[config.mk]
export PLATFORM = sky130hd
export DESIGN_NAME = rgcr_regs
export DESIGN_NICKNAME = d
export VERILOG_FILES = /design/src/rtl/rgcr_pkg.sv /design/src/rtl/rgcr_regs.sv
export SDC_FILE = /design/constraint.sdc
export NUM_CORES = 1
export LEC_CHECK = 0
export BUFFER_PORTS_ARGS = -buffer_cell sky130_fd_sc_hd__buf_2
export CAP_MARGIN = 20
export CORE_ASPECT_RATIO = 1.4
export CORE_MARGIN = 2
export CORE_UTILIZATION = 25
export CTS_CLUSTER_SIZE = 40
export DETAILED_ROUTE_END_ITERATION = 6
export PLACE_DENSITY_LB_ADDON = 0.12
export SLEW_MARGIN = 20
export SYNTH_ARGS = -nofsm -noshare
export SYNTH_HDL_FRONTEND = slang
export SYNTH_SLANG_ARGS = --single-unit
[constraint.sdc]
create_clock -name mclk -period 1.4 [get_ports mclk]
set_input_delay 0.14 -clock mclk [delete_from_list [all_inputs] [get_ports mclk]]
set_output_delay 0.14 -clock mclk [all_outputs]
set_load 0.01 [all_outputs]
[src/rtl/rgcr_pkg.sv]
package rgcr_pkg;
    localparam logic [7:0] RGCR_OFF_SOFT_RESET = 8'h01;
    localparam logic [7:0] RGCR_OFF_GEN_CFG = 8'h03;

    localparam int RGCR_BIT_VIDEO_RST = 4;
    localparam int RGCR_BIT_FULL_RST = 1;
    localparam int RGCR_BIT_KEEP_RST = 0;

    localparam int RGCR_BIT_CRC_EN = 7;
    localparam int RGCR_BIT_AUTO_ACK = 5;
    localparam int RGCR_BIT_FILTER_EN = 4;
    localparam int RGCR_BIT_PASS_THRU = 3;
    localparam int RGCR_BIT_OSC_AUTO = 1;

    localparam logic [7:0] RGCR_SOFT_RESET_RST = 8'h00;
    localparam logic [7:0] RGCR_GEN_CFG_RST = 8'hD2;
    localparam logic [7:0] RGCR_SOFT_RESET_MASK = 8'h13;
    localparam logic [7:0] RGCR_GEN_CFG_MASK = 8'hBA;

    // Sync filter: a level must hold this many TMDS clock enables
    localparam logic [1:0] RGCR_FILTER_CYCLES = 2'h2;

    typedef struct packed {
        logic wr;
        logic rd;
        logic [7:0] addr;
        logic [7:0] wdata;
    } rgcr_req_s;

    typedef struct packed {
        logic valid;
        logic [7:0] rdata;
    } rgcr_rsp_s;

    typedef struct packed {
        logic de;
        logic hs;
        logic vs;
    } rgcr_sync_s;

    // Registers returned to default by the logic-only reset
    function automatic logic rgcr_keep_rst_restores(input logic [7:0] addr);
        rgcr_keep_rst_restores = (addr == 8'h18) || (addr == 8'h19) || (addr == 8'h1A) ||
            ((addr >= 8'h48) && (addr <= 8'h55)) || (addr == 8'hC0) || (addr == 8'hC2) ||
            (addr == 8'hC3) || (addr == 8'hC6) || (addr == 8'hC8) || (addr == 8'hCE);
    endfunction
endpackage

[src/rtl/rgcr_regs.sv]
`timescale 1ns/1ps
// Contract
// - Bit 4 pulses video input reset, self-clears
// - Bit 1 resets all logic and registers
// - Bit 0 resets logic, keeps registers, self-clears
// - Logic-only reset reloads strap-loaded registers
// - Logic-only reset restores fixed register list
// - Soft resets honored only in 3.3V mode
// - Bit 7 enables back-channel CRC checker
// - Bit 5 auto-acknowledges remote writes
// - Auto-ack hides remote NACK from master
// - Second port select retargets bits 5, 3
// - Bit 4 filters sync pulses under two clocks
// - Bit 3 forwards alias-matched transactions
// - Bit 1 auto-switches to internal oscillator
module rgcr_regs
    import rgcr_pkg::*;
(
    input wire logic mclk,
    input wire logic rst,
    input wire rgcr_req_s req,
    output rgcr_rsp_s rsp,
    input wire logic i2c_3v3_mode,
    output logic video_input_reset,
    output logic full_logic_reset,
    output logic logic_reset_keep_regs,
    output logic strap_reload,
    output logic list_restore,
    input wire logic second_port_select,
    output logic crc_checker_en,
    output logic auto_ack_port0,
    output logic auto_ack_port1,
    output logic pass_through_port0,
    output logic pass_through_port1,
    input wire logic remote_nack,
    output logic nack_to_master,
    input wire logic alias_match,
    output logic forward_remote,
    input wire logic tmds_ce,
    input wire rgcr_sync_s sync_in,
    output rgcr_sync_s sync_out,
    input wire logic tmds_clk_present,
    output logic use_internal_osc
);
    logic [7:0] soft_rst_q;
    logic [7:0] cfg_q;
    logic rst_wr;
    logic port_auto_ack;
    logic port_pass;
    logic [2:0] raw_sync;
    logic [2:0] filt_sync;

    assign rst_wr = req.wr && (req.addr == RGCR_OFF_SOFT_RESET) && i2c_3v3_mode;

    // Self-clearing pulses, one cycle wide
    always_ff @(posedge mclk) begin
        if (rst) begin
            soft_rst_q <= RGCR_SOFT_RESET_RST;
        end else if (rst_wr) begin
            soft_rst_q <= req.wdata & RGCR_SOFT_RESET_MASK;
        end else begin
            soft_rst_q <= RGCR_SOFT_RESET_RST;
        end
    end

    assign video_input_reset = soft_rst_q[RGCR_BIT_VIDEO_RST];
    assign full_logic_reset = soft_rst_q[RGCR_BIT_FULL_RST];
    assign logic_reset_keep_regs = soft_rst_q[RGCR_BIT_KEEP_RST];
    // Strap values themselves live with their owner registers
    assign strap_reload = soft_rst_q[RGCR_BIT_KEEP_RST];
    assign list_restore = soft_rst_q[RGCR_BIT_KEEP_RST];

    // Config survives the logic-only reset: not in the restore list
    always_ff @(posedge mclk) begin
        if (rst || full_logic_reset) begin
            cfg_q <= RGCR_GEN_CFG_RST;
        end else if (req.wr && (req.addr == RGCR_OFF_GEN_CFG)) begin
            cfg_q <= req.wdata & RGCR_GEN_CFG_MASK;
        end
    end

    always_ff @(posedge mclk) begin
        if (rst) begin
            rsp <= '0;
        end else begin
            rsp.valid <= req.rd;
            if (req.addr == RGCR_OFF_SOFT_RESET) begin
                rsp.rdata <= soft_rst_q & RGCR_SOFT_RESET_MASK;
            end else if (req.addr == RGCR_OFF_GEN_CFG) begin
                rsp.rdata <= cfg_q & RGCR_GEN_CFG_MASK;
            end else begin
                rsp.rdata <= 8'h00;
            end
        end
    end

    assign crc_checker_en = cfg_q[RGCR_BIT_CRC_EN];
    assign port_auto_ack = cfg_q[RGCR_BIT_AUTO_ACK];
    assign port_pass = cfg_q[RGCR_BIT_PASS_THRU];
    assign auto_ack_port0 = port_auto_ack && !second_port_select;
    assign auto_ack_port1 = port_auto_ack && second_port_select;
    assign pass_through_port0 = port_pass && !second_port_select;
    assign pass_through_port1 = port_pass && second_port_select;
    assign nack_to_master = remote_nack && !port_auto_ack;
    assign forward_remote = port_pass && alias_match;
    assign use_internal_osc = cfg_q[RGCR_BIT_OSC_AUTO] && !tmds_clk_present;

    // With bit 4 set, output follows input only once it held for two TMDS clocks; with bit 4 clear it follows on the next mclk
    assign raw_sync = {sync_in.de, sync_in.hs, sync_in.vs};
    generate
        for (genvar i = 0; i < 3; i++) begin : g_filt
            logic [1:0] cnt_q;
            logic out_q;
            // Filter state is logic, so the bit 1 and bit 0 soft resets clear it too; bit 4 does not
            always_ff @(posedge mclk) begin
                if (rst || full_logic_reset || logic_reset_keep_regs) begin
                    cnt_q <= 2'h0;
                    out_q <= 1'b0;
                end else if (!cfg_q[RGCR_BIT_FILTER_EN]) begin
                    cnt_q <= 2'h0;
                    out_q <= raw_sync[i];
                end else if (raw_sync[i] == out_q) begin
                    cnt_q <= 2'h0;
                end else if (tmds_ce) begin
                    if (cnt_q + 2'h1 >= RGCR_FILTER_CYCLES) begin
                        cnt_q <= 2'h0;
                        out_q <= raw_sync[i];
                    end else begin
                        cnt_q <= cnt_q + 2'h1;
                    end
                end
            end
            assign filt_sync[i] = out_q;
        end
    endgenerate

    assign sync_out.de = filt_sync[2];
    assign sync_out.hs = filt_sync[1];
    assign sync_out.vs = filt_sync[0];
endmodule // rgcr_regs

======== Word level (Yosys, flattened, before mapping) ========
Index checks and enable logic that the tools add are counted.
operators by class
  reduce and logical (&&, ||, !) cells .... 24
  bitwise operators ....................... 3
  order comparisons ....................... 3
  add/subtract/negate cells ............... 3
  equality and inequality tests ........... 12
  muxes and demuxes ....................... 17
operators by type and width
  cell                                                       count
  two-way mux 1 bit                                          12
  OR reduction 3 bit                                         4
  logical AND 1 bit                                          10
  two-way mux 5 bit                                          2
  AND reduction 3 bit                                        3
  equality test 8 x 1 -> 1 bit (second input constant)       1
  equality test 8 x 2 -> 1 bit (second input constant)       1
  inequality test 2 bit (second input constant)              4
  adder 2 x 1 -> 2 bit (second input constant)               3
  greater-or-equal comparator 2 bit (second input constant)  3
  two-way mux 2 bit                                          3
  inequality test 2 x 1 -> 1 bit (second input constant)     3
  OR reduction 2 bit                                         2
  equality test 1 bit                                        3
  zero test 1 bit                                            3
  inverter 1 bit                                             3
  logical OR 1 bit                                           2
storage, ports and cells
  bits in registers ....................... 27
  output and inout port bits .............. 25

======== Logic depth before layout (Yosys ltp) ========
Gate-level depths: netlist of run 1.
  word-level depth ........................ 6
  gate-level depth with buffers ........... 5
  mapped depth without buffers ............ 5

======== Worst setup path after synthesis of run 1 ========
OpenSTA, ideal clock, no wires.
  kind .................................... reg-to-reg
  from .................................... reg soft_rst_q[1]
  to ...................................... reg g_filt[0].cnt_q[0]
  setup slack ............................. 152 ps
  buffers on the path ..................... 0
  data arrival time ....................... 1168 ps
  stages on the path, launching flop included .. 4
  path through ............................ dfxtp_1 -> or2_1 -> or3b_1 -> nor3b_1
between the ends
  cells in the longest elaborated chain, start to end .. 3
RTL lines
  item                                 RTL line          text
  start, declared                      rgcr_regs.sv:45   logic [7:0] soft_rst_q;
  start signal, assigned               rgcr_regs.sv:60   soft_rst_q <= req.wdata & RGCR_SOFT_RESET_MASK;
  logical OR 1 bit (2 in a row)        rgcr_regs.sv:116  if (rst || full_logic_reset || logic_reset_keep_regs) begin
  OR reduction 3 bit (no source line)  -
  end signal, assigned                 rgcr_regs.sv:129  cnt_q <= cnt_q + 2'h1;
  end, declared                        rgcr_regs.sv:112  logic [1:0] cnt_q;
No other way between the ends.
A chain may end at the register's enable or synchronous reset.

======== Worst setup path after layout of run 1 ========
  from .................................... reg soft_rst_q[1]
  to ...................................... reg g_filt[1].cnt_q[0]
between the ends
  cells in the longest elaborated chain, start to end .. 3
RTL lines
  item                                 RTL line
  logical OR 1 bit (2 in a row)        rgcr_regs.sv:116
  OR reduction 3 bit (no source line)  -
  end signal, assigned                 rgcr_regs.sv:129
  end, declared                        rgcr_regs.sv:112
No other way between the ends.

==> results of run 1 <==
-- cell type report --
| type | count | area, sq um | area share (%) |
|---|---|---|---|
| inverter | 7 | 26.28 | 1.747 |
| timing repair buffer | 59 | 320.3 | 21.30 |
| tap | 60 | 75.07 | 4.992 |
| clock buffer | 4 | 55.05 | 3.661 |
| multi-input combinational | 72 | 546.8 | 36.36 |
| sequential | 24 | 480.5 | 31.95 |
-- cells by family (layout without fill, tap and decap cells) --
kind of cell	Yosys count	count (layout)
and+or+nand+nor	43	43
other	1	2
AOI/OAI and AO/OA	15	15
adders and majority gates	3	3
DFF	24	24
xor gates and xnor gates	3	3
buffers and inverters	17	70
muxes	6	6
-- what timing repair did --
action | in CTS | in global routing
hold buffers | 0 | 0
endpoints found under the setup margin | 0 | 2
resized for setup | 0 | 3
-- where the power goes --
part	switching (W)	leakage [nW]	internal, W
sequential	0.00000467	0.194	0.000691
clock	0.000213	0.0288	0.000251
combinational	0.0000720	0.525	0.0000751
-- critical path: stages (launching register included) --
cell,delay [ns]
dfxtp_1,0.34
or2_1,0.25
or3b_1,0.44
nor3b_1,0.20
-- metrics by stage --
stage	setup WS (ns)	setup TNS [ns]	power, W
2_1_floorplan	0.1525	0	0.0007815
3_3_place_gp	-0.02106	-0.04679	0.0008532
3_5_place_dp	-0.03170	-0.1341	0.0008571
4_1_cts	0.04536	0	0.001326
5_1_grt	0.02224	0	0.001377
6_report	0.1051	0	0.001307
-- registers in the layout (all words and copies together) (netlist names) --
| signal | cells |
|---|---|
| g_filt.out_q | 3 |
| rsp | 7 |
| g_filt.cnt_q | 6 |
| soft_rst_q | 3 |
| cfg_q | 5 |
-- layout by cell type (no fill, tap or decap), types with 4 or more instances in the layout --
master / n
and2_1: 9
buf_2: 49
buf_4: 10
clkbuf_8: 4
dfxtp_1: 24
inv_1: 7
mux2i_1: 6
nor2b_1: 5
-- final timing paths --
kind	slack, ns	to	startpoint
worst max register to register	0.11	g_filt[1].cnt_q[0]	soft_rst_q[1]
worst min-delay path	0.07	rsp[8]	rst
worst min register to register	0.49	g_filt[1].cnt_q[1]	g_filt[1].cnt_q[1]
worst max-delay path	0.11	g_filt[1].cnt_q[0]	soft_rst_q[1]
-- cell usage after synthesis --
cell       n  area (sq um)
or4_1      1         7.510
nor2_1     3         11.26
nor4b_1    1         8.760
buf_2      1         5.000
o21bai_1   3         22.52
or2_1      1         6.260
clkbuf_1   2         7.510
or3b_1     1         8.760
or4bb_1    1         11.26
ha_1       3         37.54
a21oi_1    2         10.01
o31ai_1    2         15.01
a21boi_1   3         22.52
nor3_2     1         10.01
inv_1      7         26.28
nor3b_1    4         30.03
buf_4      7         52.55
nand4_1    2         12.51
mux2i_1    6         60.06
nor2b_1    5         31.28
dfxtp_1   24         480.5
nor4_2     1         12.51
nor4bb_1   1         10.01
and2_0     1         6.260
and4b_1    2         20.02
and2_1     9         56.30
or3_1      1         6.260
conb_1     1         3.750
a22oi_1    2         15.01
xor2_1     3         26.28
and3_1     3         18.77
nor3_1     2         10.01
a31oi_1    3         18.77
nor4_1     3         18.77
-- layer usage --
layer  vias to the layer above  track usage [%]
met1                       449            12.77
met2                        26            18.70
li1                        496                -
met3                         4            2.336
met4                         0            4.667
met5                         -                0
==> insert_results.sql, run 1 <==
INSERT INTO impl_metrics (metric_group, metric, value, unit) VALUES
('routing', 'wl_met1', '1031', 'um'),
('cells_and_area', 'final_core_util', '35.48', '%'),
('yosys', 'synth.avg_cell_area', '9.820', 'sq um'),
('yosys', 'synthAdderAreaFrac', '3.413', '%'),
('routing', 'routed_via_count_divided_by_cell_count', '4.314', ''),
('yosys', 'synth-seq-area-share', '43.69', '%'),
('placement', 'buffer_ports.inserted', '49', ''),
('routing', 'detail_route.drc_violations', '0', ''),
('sta', 'finalCritPeriodShare', '92.49', '%'),
('global_route', 'grtUsageTotal', '10.87', '%'),
('placement', 'dp_hpwl', '2171', 'um'),
('routing', 'wl_met3', '108', 'um'),
('status', 'outcome', 'finished, final reports clean', ''),
('critical_path', 'worst-r2r-cell-count', '3', ''),
('global_route', 'grt_pass1_wl', '4015', 'um'),
('critical_path', 'cp_max_fo', '4', ''),
('min_path', 'hold_path_class', 'input pin to flip-flop', ''),
('routing', 'drt.antenna.violating_nets', '0', ''),
('pwr', 'ir_worst_vdd', '302.3', 'uV'),
('sta', 'timing.final.max_slew_violations', '0', ''),
('placement', 'place.gp.congestion', '0.7596', ''),
('cells_and_area', 'final_area', '1504', 'sq um'),
('yosys', 'area_share_of_xor_xnor_cells_in_the_synthesized_design', '2.389', '%'),
('die', 'initial_utilization', '25.94', '%'),
('sta', 'max_freq', '772.3', 'MHz'),
('routing', 'per_cell_routed_wire_length', '11.48', 'um'),
('global_route', 'grt.overflow.total', '0', ''),
('sta', 'worst_clock_skew', '0.002108', 'ns'),
('global_route', 'antenna_violations_before_repair', '0', ''),
('critical_path', 'timing.critical_path.arrival', '1.49', 'ns'),
('yosys', 'synthSimpleGateAreaFrac', '26.96', '%'),
('yosys', 'synthesis.instances', '112', ''),
('global_route', 'grt_max_degree', '14', ''),
('yosys', 'main_combinational_cell_family_by_area_after_synthesis', 'simple AND/OR/NAND/NOR gates', ''),
('die', 'die-height', '82.48', 'um'),
('sta', 'rsz0062_at_grt', 'false', ''),
('yosys', 'ys.warnings.count', '0', ''),
('sta', 'fin_hold_ws', '0.06666', 'ns'),
('cts', 'ctsHtreeMaxLevel', '1', ''),
('critical_path', 'start_kind', 'flip-flop', ''),
('cells_and_area', 'layout_cells_sized_above_1', '40.96', '%'),
('yosys', 'synth_compound_area_share', '9.443', '%'),
('cts', 'cts_tree', 'yes', ''),
('yosys', 'synth_mux_area_share', '5.461', '%'),
('die', 'fp-row-count', '28', ''),
('routing', 'route.met2.wl', '1414', 'um'),
('cts', 'cts.sinks', '24', ''),
('critical_path', 'crit_path_end_kind', 'flip-flop', ''),
('die', 'die_area', '4953', 'sq um'),
('cts', 'cts_made_buffers', '3', ''),
('cts', 'cts.reportedPaths.clkPinSlew', '0.08', 'ns'),
('routing', 'wl', '2595', 'um'),
('pwr', 'power_density', '869.4', 'nW/um^2'),
('pwr', 'p_leak', '0.7482', 'nW'),
('sta', 'setup-violations-final', '0', ''),
('cells_and_area', 'areaGrowthSynthToFinish', '36.75', '%'),
('cells_and_area', 'diodes', '0', ''),
('global_route', 'vias_in_the_first_global_route', '891', ''),
('placement', 'placed_cell_area', '1434', 'sq um'),
('critical_path', 'worstSetupPathType', 'flip-flop to flip-flop', ''),
('cts', 'ctsLongestPathBuffers', '2', ''),
('die', 'die_w', '60.06', 'um'),
('cells_and_area', 'finalNetCount', '199', ''),
('critical_path', 'required', '1.59', 'ns'),
('routing', 'vias', '975', ''),
('placement', 'place.detailed.instances', '222', ''),
('routing', 'drtPass1Iterations', '2', ''),
('yosys', 'netlist_area', '1100', 'sq um'),
('cts', 'ctsRootBufferMaster', 'clkbuf_8', ''),
('cells_and_area', 'finish.cell_count_without_fillers', '226', ''),
('cts', 'clkLatencyLatePin', '0.26', 'ns'),
('routing', 'highest-signal-layer', 'met4', ''),
('min_path', 'worstHoldPathCells', '2', ''),
('cells_and_area', 'final.fill_count', '451', ''),
('job', 'drv.max_cap_violation_count', '0', ''),
('die', 'placeableCoreArea', '4239', 'sq um'),
('yosys', 'yosys.cell_types.count', '34', ''),
('yosys', 'postSynthRegisterBits', '24', ''),
('routing', 'first_iter_violations', '32', ''),
('die', 'ios', '54', ''),
('sta', 'timing_hold_violations_final', '0', ''),
('cts', 'cts_post_setup_buffers_inserted', '0', ''),
('sta', 'finalCriticalPeriod', '1.295', 'ns');
No activity file was read; power rests on OpenSTA's default activity.
==> run 2, diff against run 1 <==
--- a/config.mk
+++ b/config.mk
@@ -14,4 +14,5 @@
 export DETAILED_ROUTE_END_ITERATION = 6
 export PLACE_DENSITY_LB_ADDON = 0.12
+export SETUP_SLACK_MARGIN = 0.02
 export SLEW_MARGIN = 20
 export SYNTH_ARGS = -nofsm -noshare
==> constraint.sdc (replaced) <==
create_clock -name mclk -period 1.4 [get_ports mclk]
set_input_delay 0.21 -clock mclk [delete_from_list [all_inputs] [get_ports mclk]]
set_output_delay 0.21 -clock mclk [all_outputs]
set_load 0.01 [all_outputs]
==> insert_results.sql, run 2 (synthesized netlist as in run 1, its figures left out) <==
INSERT INTO impl_metrics (metric_group, metric, value, unit) VALUES
('cts', 'cts.sinks', '24', ''),
('routing', 'routed_via_count_divided_by_cell_count', '4.253', ''),
('sta', 'timing.final.max_slew_violations', '0', ''),
('cells_and_area', 'areaGrowthSynthToFinish', '39.82', '%'),
('cells_and_area', 'diodes', '0', ''),
('cts', 'cts_made_buffers', '3', ''),
('critical_path', 'start_kind', 'flip-flop', ''),
('die', 'die_area', '4953', 'sq um'),
('sta', 'finalCriticalPeriod', '1.311', 'ns'),
('routing', 'detail_route.drc_violations', '0', ''),
('global_route', 'vias_in_the_first_global_route', '963', ''),
('routing', 'first_iter_violations', '22', ''),
('critical_path', 'required', '1.58', 'ns'),
('routing', 'route.met2.wl', '1379', 'um'),
('pwr', 'power_density', '933.8', 'nW/um^2'),
('cts', 'ctsRootBufferMaster', 'clkbuf_8', ''),
('placement', 'buffer_ports.inserted', '49', ''),
('cts', 'cts_hold_buf', '0', ''),
('cts', 'ctsLongestPathBuffers', '2', ''),
('critical_path', 'worstSetupPathType', 'flip-flop to flip-flop', ''),
('routing', 'drtPass1Iterations', '4', ''),
('cells_and_area', 'final.fill_count', '466', ''),
('cells_and_area', 'largest-register', 'rsp', ''),
('global_route', 'grt.overflow.total', '0', ''),
('die', 'ios', '54', ''),
('pwr', 'p_leak', '0.7683', 'nW'),
('critical_path', 'crit_path_end_kind', 'flip-flop', ''),
('routing', 'drt.antenna.violating_nets', '0', ''),
('routing', 'wl_met3', '141', 'um'),
('pwr', 'ir_worst_vdd', '423.5', 'uV'),
('sta', 'setup-violations-final', '0', ''),
('cts', 'clkLatencyLatePin', '0.26', 'ns'),
('sta', 'finalCritPeriodShare', '93.66', '%'),
('cells_and_area', 'layout_cells_sized_above_1', '41.42', '%'),
('critical_path', 'timing.critical_path.arrival', '1.49', 'ns'),
('die', 'initial_utilization', '25.94', '%'),
('cts', 'cts_post_setup_buffers_inserted', '0', ''),
('sta', 'worst_clock_skew', '0.007052', 'ns'),
('status', 'outcome', 'finished, final reports clean', ''),
('sta', 'timing_hold_violations_final', '0', ''),
('global_route', 'antenna_violations_before_repair', '0', ''),
('global_route', 'grt_max_degree', '15', ''),
('cells_and_area', 'finish.cell_count_without_fillers', '229', ''),
('die', 'placeableCoreArea', '4239', 'sq um'),
('min_path', 'hold_path_class', 'input pin to flip-flop', ''),
('routing', 'vias', '974', ''),
('sta', 'rsz0062_at_grt', 'false', ''),
('placement', 'dp_hpwl', '2176', 'um'),
('placement', 'place.detailed.instances', '225', ''),
('global_route', 'grt_pass1_wl', '4319', 'um'),
('sta', 'fin_hold_ws', '0.1408', 'ns'),
('job', 'drv.max_cap_violation_count', '0', ''),
('die', 'die_w', '60.06', 'um'),
('cts', 'cts_tree', 'yes', ''),
('die', 'fp-row-count', '28', ''),
('cts', 'cts.reportedPaths.clkPinSlew', '0.08', 'ns'),
('cells_and_area', 'final_common_cell', 'buf_2', ''),
('routing', 'wl', '2584', 'um'),
('cells_and_area', 'finalNetCount', '202', ''),
('cells_and_area', 'mostFrequentLayoutCells', '49 x buf_2, 24 x dfxtp_1, 13 x buf_4', ''),
('sta', 'max_freq', '762.6', 'MHz'),
('cells_and_area', 'largest_register_ff_count', '7', ''),
('cells_and_area', 'biggestRegsByFlops', 'rsp: 7 flops, g_filt.cnt_q: 6 flops, cfg_q: 5 flops', ''),
('placement', 'place.gp.congestion', '0.7336', ''),
('routing', 'per_cell_routed_wire_length', '11.28', 'um'),
('critical_path', 'cp_max_fo', '4', ''),
('die', 'die-height', '82.48', 'um'),
('global_route', 'grtUsageTotal', '11.56', '%'),
('cts', 'ctsHtreeMaxLevel', '1', ''),
('routing', 'highest-signal-layer', 'met4', ''),
('routing', 'wl_met1', '1028', 'um');
[run 2: stage by stage]
stage	TNS, ns	cell area (sq um)	worst slack [ns]	power [W]	util (%)
3_5_place_dp	-0.7164	1456	-0.1068	0.0008621	34.36
2_1_floorplan	0	1104	0.1047	0.0007815	-
6_report	0	1538	0.08873	0.001436	36.28
3_3_place_gp	-0.6785	1456	-0.1004	0.0008578	34.36
4_1_cts	0	1533	0.06983	0.001464	36.16
5_1_grt	0	1538	0.03036	0.001525	36.28
[run 2: timing repair]
action	in CTS	in global routing
pin swaps	0	0
endpoints found under the setup margin	1	1
resized for setup	1	1
hold endpoints to repair	0	0
[run 2: final cells by class]
class	instances	area (sq um)	area share [%]
clock buffer	3	41.29	2.685
clock inverter	1	30.03	1.953
inverter	7	26.28	1.709
multi-input combinational	72	541.8	35.23
sequential	24	480.5	31.25
tap	60	75.07	4.882
timing repair buffer	62	342.8	22.29
[run 2: worst paths after layout]
check                           cells past startpoint  slack, ns            endpoint               start
worst max-delay path                                3       0.09  g_filt[0].cnt_q[0]       soft_rst_q[1]
worst min-delay path                                2       0.14              rsp[8]                 rst
worst max register to register                      3       0.09  g_filt[0].cnt_q[0]       soft_rst_q[1]
worst min register to register                      1       0.48  g_filt[2].cnt_q[1]  g_filt[2].cnt_q[1]
[run 2: report_power, final]
| group | total (W) | leakage (nW) | switching [W] | internal, W |
|---|---|---|---|---|
| combinational | 0.000150 | 0.538 | 0.0000712 | 0.0000787 |
| clock | 0.000590 | 0.0357 | 0.000208 | 0.000382 |
| sequential | 0.000696 | 0.194 | 0.00000467 | 0.000691 |
[run 2: layer usage]
metal	track usage, %	up-vias
li1	-	500
met1	14.35	439
met2	19.46	31
met3	2.025	4
met4	4.667	0
met5	0	-
[run 2: critical path: stages (launching register included)]
cell     delay [ns]
dfxtp_1        0.34
or2_1          0.25
or3b_1         0.42
nor3b_1        0.22
==> run 3, diff against run 2 <==
- CELL_PAD_IN_SITES_DETAIL_PLACEMENT: unset -> 2
- CELL_PAD_IN_SITES_GLOBAL_PLACEMENT: unset -> 2
==> insert_results.sql, run 3 (synthesized netlist as in run 1, its figures left out) <==
INSERT INTO impl_metrics (metric_group, metric, value, unit) VALUES
('placement', 'place.detailed.instances', '228', ''),
('critical_path', 'critPathSlowestCell', 'or3b_1', ''),
('global_route', 'grt_pass1_wl', '4878', 'um'),
('cts', 'ctsHtreeMaxLevel', '1', ''),
('pwr', 'ir_worst_vdd', '408.2', 'uV'),
('die', 'die-height', '82.48', 'um'),
('cells_and_area', 'final_common_cell', 'buf_2', ''),
('critical_path', 'cpLargestDelayFamily', 'simple AND/OR/NAND/NOR gates', ''),
('min_path', 'worstHoldPathCells', '2', ''),
('cells_and_area', 'areaGrowthSynthToFinish', '40.96', '%'),
('global_route', 'vias_in_the_first_global_route', '1087', ''),
('placement', 'dp_hpwl', '2629', 'um'),
('cts', 'cts_hold_buf', '0', ''),
('cells_and_area', 'largest-register', 'rsp', ''),
('cells_and_area', 'final_core_util', '36.57', '%'),
('critical_path', 'worstSetupPathType', 'flip-flop to flip-flop', ''),
('min_path', 'hold_end', 'rsp[8]', ''),
('cts', 'cts_post_setup_buffers_inserted', '0', ''),
('cells_and_area', 'finalNetCount', '205', ''),
('routing', 'per_cell_routed_wire_length', '13.37', 'um'),
('pwr', 'p_leak', '0.7789', 'nW'),
('global_route', 'antenna_violations_before_repair', '0', ''),
('sta', 'setup-violations-final', '0', ''),
('routing', 'wl', '3102', 'um'),
('sta', 'rsz0062_at_grt', 'false', ''),
('min_path', 'hp-start', 'rst', ''),
('sta', 'timing_hold_violations_final', '0', ''),
('critical_path', 'timing.critical_path.arrival', '1.48', 'ns'),
('critical_path', 'crit_path_end_kind', 'flip-flop', ''),
('routing', 'detail_route.drc_violations', '0', ''),
('cells_and_area', 'layout_cells_sized_above_1', '41.28', '%'),
('pwr', 'power', '0.001454', 'W'),
('cts', 'cts.sinks', '24', ''),
('routing', 'drtPass1Iterations', '4', ''),
('cts', 'clkLatencyLatePin', '0.26', 'ns'),
('critical_path', 'start_kind', 'flip-flop', ''),
('cts', 'ctsRootBufferMaster', 'clkbuf_8', ''),
('sta', 'timing.final.max_slew_violations', '0', ''),
('cts', 'postCtsResizedCells', '0', ''),
('critical_path', 'worstReg2RegStart', 'soft_rst_q[1]', ''),
('sta', 'fin_setup_tns', '0', 'ns'),
('die', 'fp-row-count', '28', ''),
('min_path', 'hold_path_class', 'input pin to flip-flop', ''),
('cts', 'ctsLongestPathBuffers', '2', ''),
('routing', 'drt.antenna.violating_nets', '0', ''),
('sta', 'finalCritPeriodShare', '92.06', '%'),
('critical_path', 'worst-r2r-cell-count', '3', ''),
('critical_path', 'regToRegEndpoint', 'g_filt[2].cnt_q[0]', ''),
('die', 'ios', '54', ''),
('sta', 'worst_clock_skew', '0.002824', 'ns'),
('critical_path', 'worst-path-buf-inv', '0', ''),
('sta', 'finalCriticalPeriod', '1.289', 'ns'),
('global_route', 'grtUsageTotal', '13.21', '%'),
('die', 'initial_utilization', '25.94', '%'),
('global_route', 'grt_max_degree', '15', ''),
('cts', 'cts_tree', 'yes', ''),
('routing', 'vias', '1057', ''),
('cts', 'cts_made_buffers', '3', ''),
('die', 'placeableCoreArea', '4239', 'sq um'),
('die', 'die_w', '60.06', 'um'),
('cts', 'cts.reportedPaths.clkPinSlew', '0.09', 'ns'),
('routing', 'routed_via_count_divided_by_cell_count', '4.556', ''),
('critical_path', 'cp_slowest_stage_delay', '0.43', 'ns'),
('status', 'outcome', 'finished, final reports clean', ''),
('critical_path', 'crit_path_cell_trace', 'or2_1 -> or3b_1 -> nor3b_1', ''),
('placement', 'place.gp.congestion', '0.7620', ''),
('die', 'die_area', '4953', 'sq um'),
('job', 'drv.max_cap_violation_count', '0', ''),
('critical_path', 'required', '1.59', 'ns'),
('routing', 'first_iter_violations', '19', ''),
('sta', 'max_freq', '775.9', 'MHz'),
('critical_path', 'reg2reg_slack', '0.11', 'ns'),
('placement', 'placed_cell_area', '1479', 'sq um'),
('cells_and_area', 'largest_register_ff_count', '7', ''),
('cells_and_area', 'mostFrequentLayoutCells', '49 x buf_2, 24 x dfxtp_1, 16 x buf_4', ''),
('critical_path', 'cp_max_fo', '3', ''),
('cells_and_area', 'biggestRegsByFlops', 'rsp: 7 flops, g_filt.cnt_q: 6 flops, cfg_q: 5 flops', ''),
('pwr', 'power_density', '937.8', 'nW/um^2'),
('cells_and_area', 'finish.cell_count_without_fillers', '232', ''),
('placement', 'buffer_ports.inserted', '49', ''),
('cells_and_area', 'final_area', '1550', 'sq um'),
('cells_and_area', 'diodes', '0', ''),
('global_route', 'grt.overflow.total', '0', '');
==> run 3: cell types whose count changed in the layout (fill, tap and decap cells not counted) <==
cell     before  now
nor3b_2       2    0
buf_4        13   16
nor3b_1       2    4
==> run 3: worst max-delay path by stage <==
stage,from,endpoint,slack [ns],cells past startpoint
after floorplan,req[15],cfg_q[1],0.10,4
after global placement,req[15],cfg_q[4],-0.09,4
after detailed placement,req[15],cfg_q[4],-0.12,4
after CTS,soft_rst_q[1],g_filt[1].cnt_q[0],0.09,3
after global routing,soft_rst_q[1],g_filt[2].cnt_q[0],0.03,3
final,soft_rst_q[1],g_filt[2].cnt_q[0],0.11,3
==> run 3: power breakdown <==
part | internal [W] | switching (W)
Sequential | 0.000692 | 0.00000516
Clock | 0.000382 | 0.000219
Combinational | 0.0000821 | 0.0000738
Total | 0.00116 | 0.000298
==> run 3: routing by layer <==
layer  vias up  global-route usage [%]  share of wire [%]
met2        31                   25.00                 58
met1       513                   14.16                 37
li1        509                       -                  -
met5         -                       0                  0
met4         0                   6.000                1.5
met3         4                   1.558                3.6
==> run 3: layout make-up <==
cell class / count / area, sq um
Multi-Input combinational cell: 72 / 531.8
Timing Repair Buffer: 65 / 365.4
Fill cell: 481 / 2689
Clock inverter: 1 / 30.03
Inverter: 7 / 26.28
Clock buffer: 3 / 41.29
Tap cell: 60 / 75.07
Sequential cell: 24 / 480.5
==> run 3: stage by stage <==
stage / setup slack (ns) / hold slack [ns]
after floorplan: 0.1047 / 0.2816
after global placement: -0.09371 / 0.4166
after detailed placement: -0.1178 / 0.4136
after CTS: 0.08941 / 0.1280
after global routing: 0.03040 / 0.1443
final: 0.1112 / 0.1338
==> run 3: worst register-to-register path: stages, from the launching register on <==
cell	delay (ns)
dfxtp_1	0.33
or2_1	0.24
or3b_1	0.43
nor3b_1	0.21
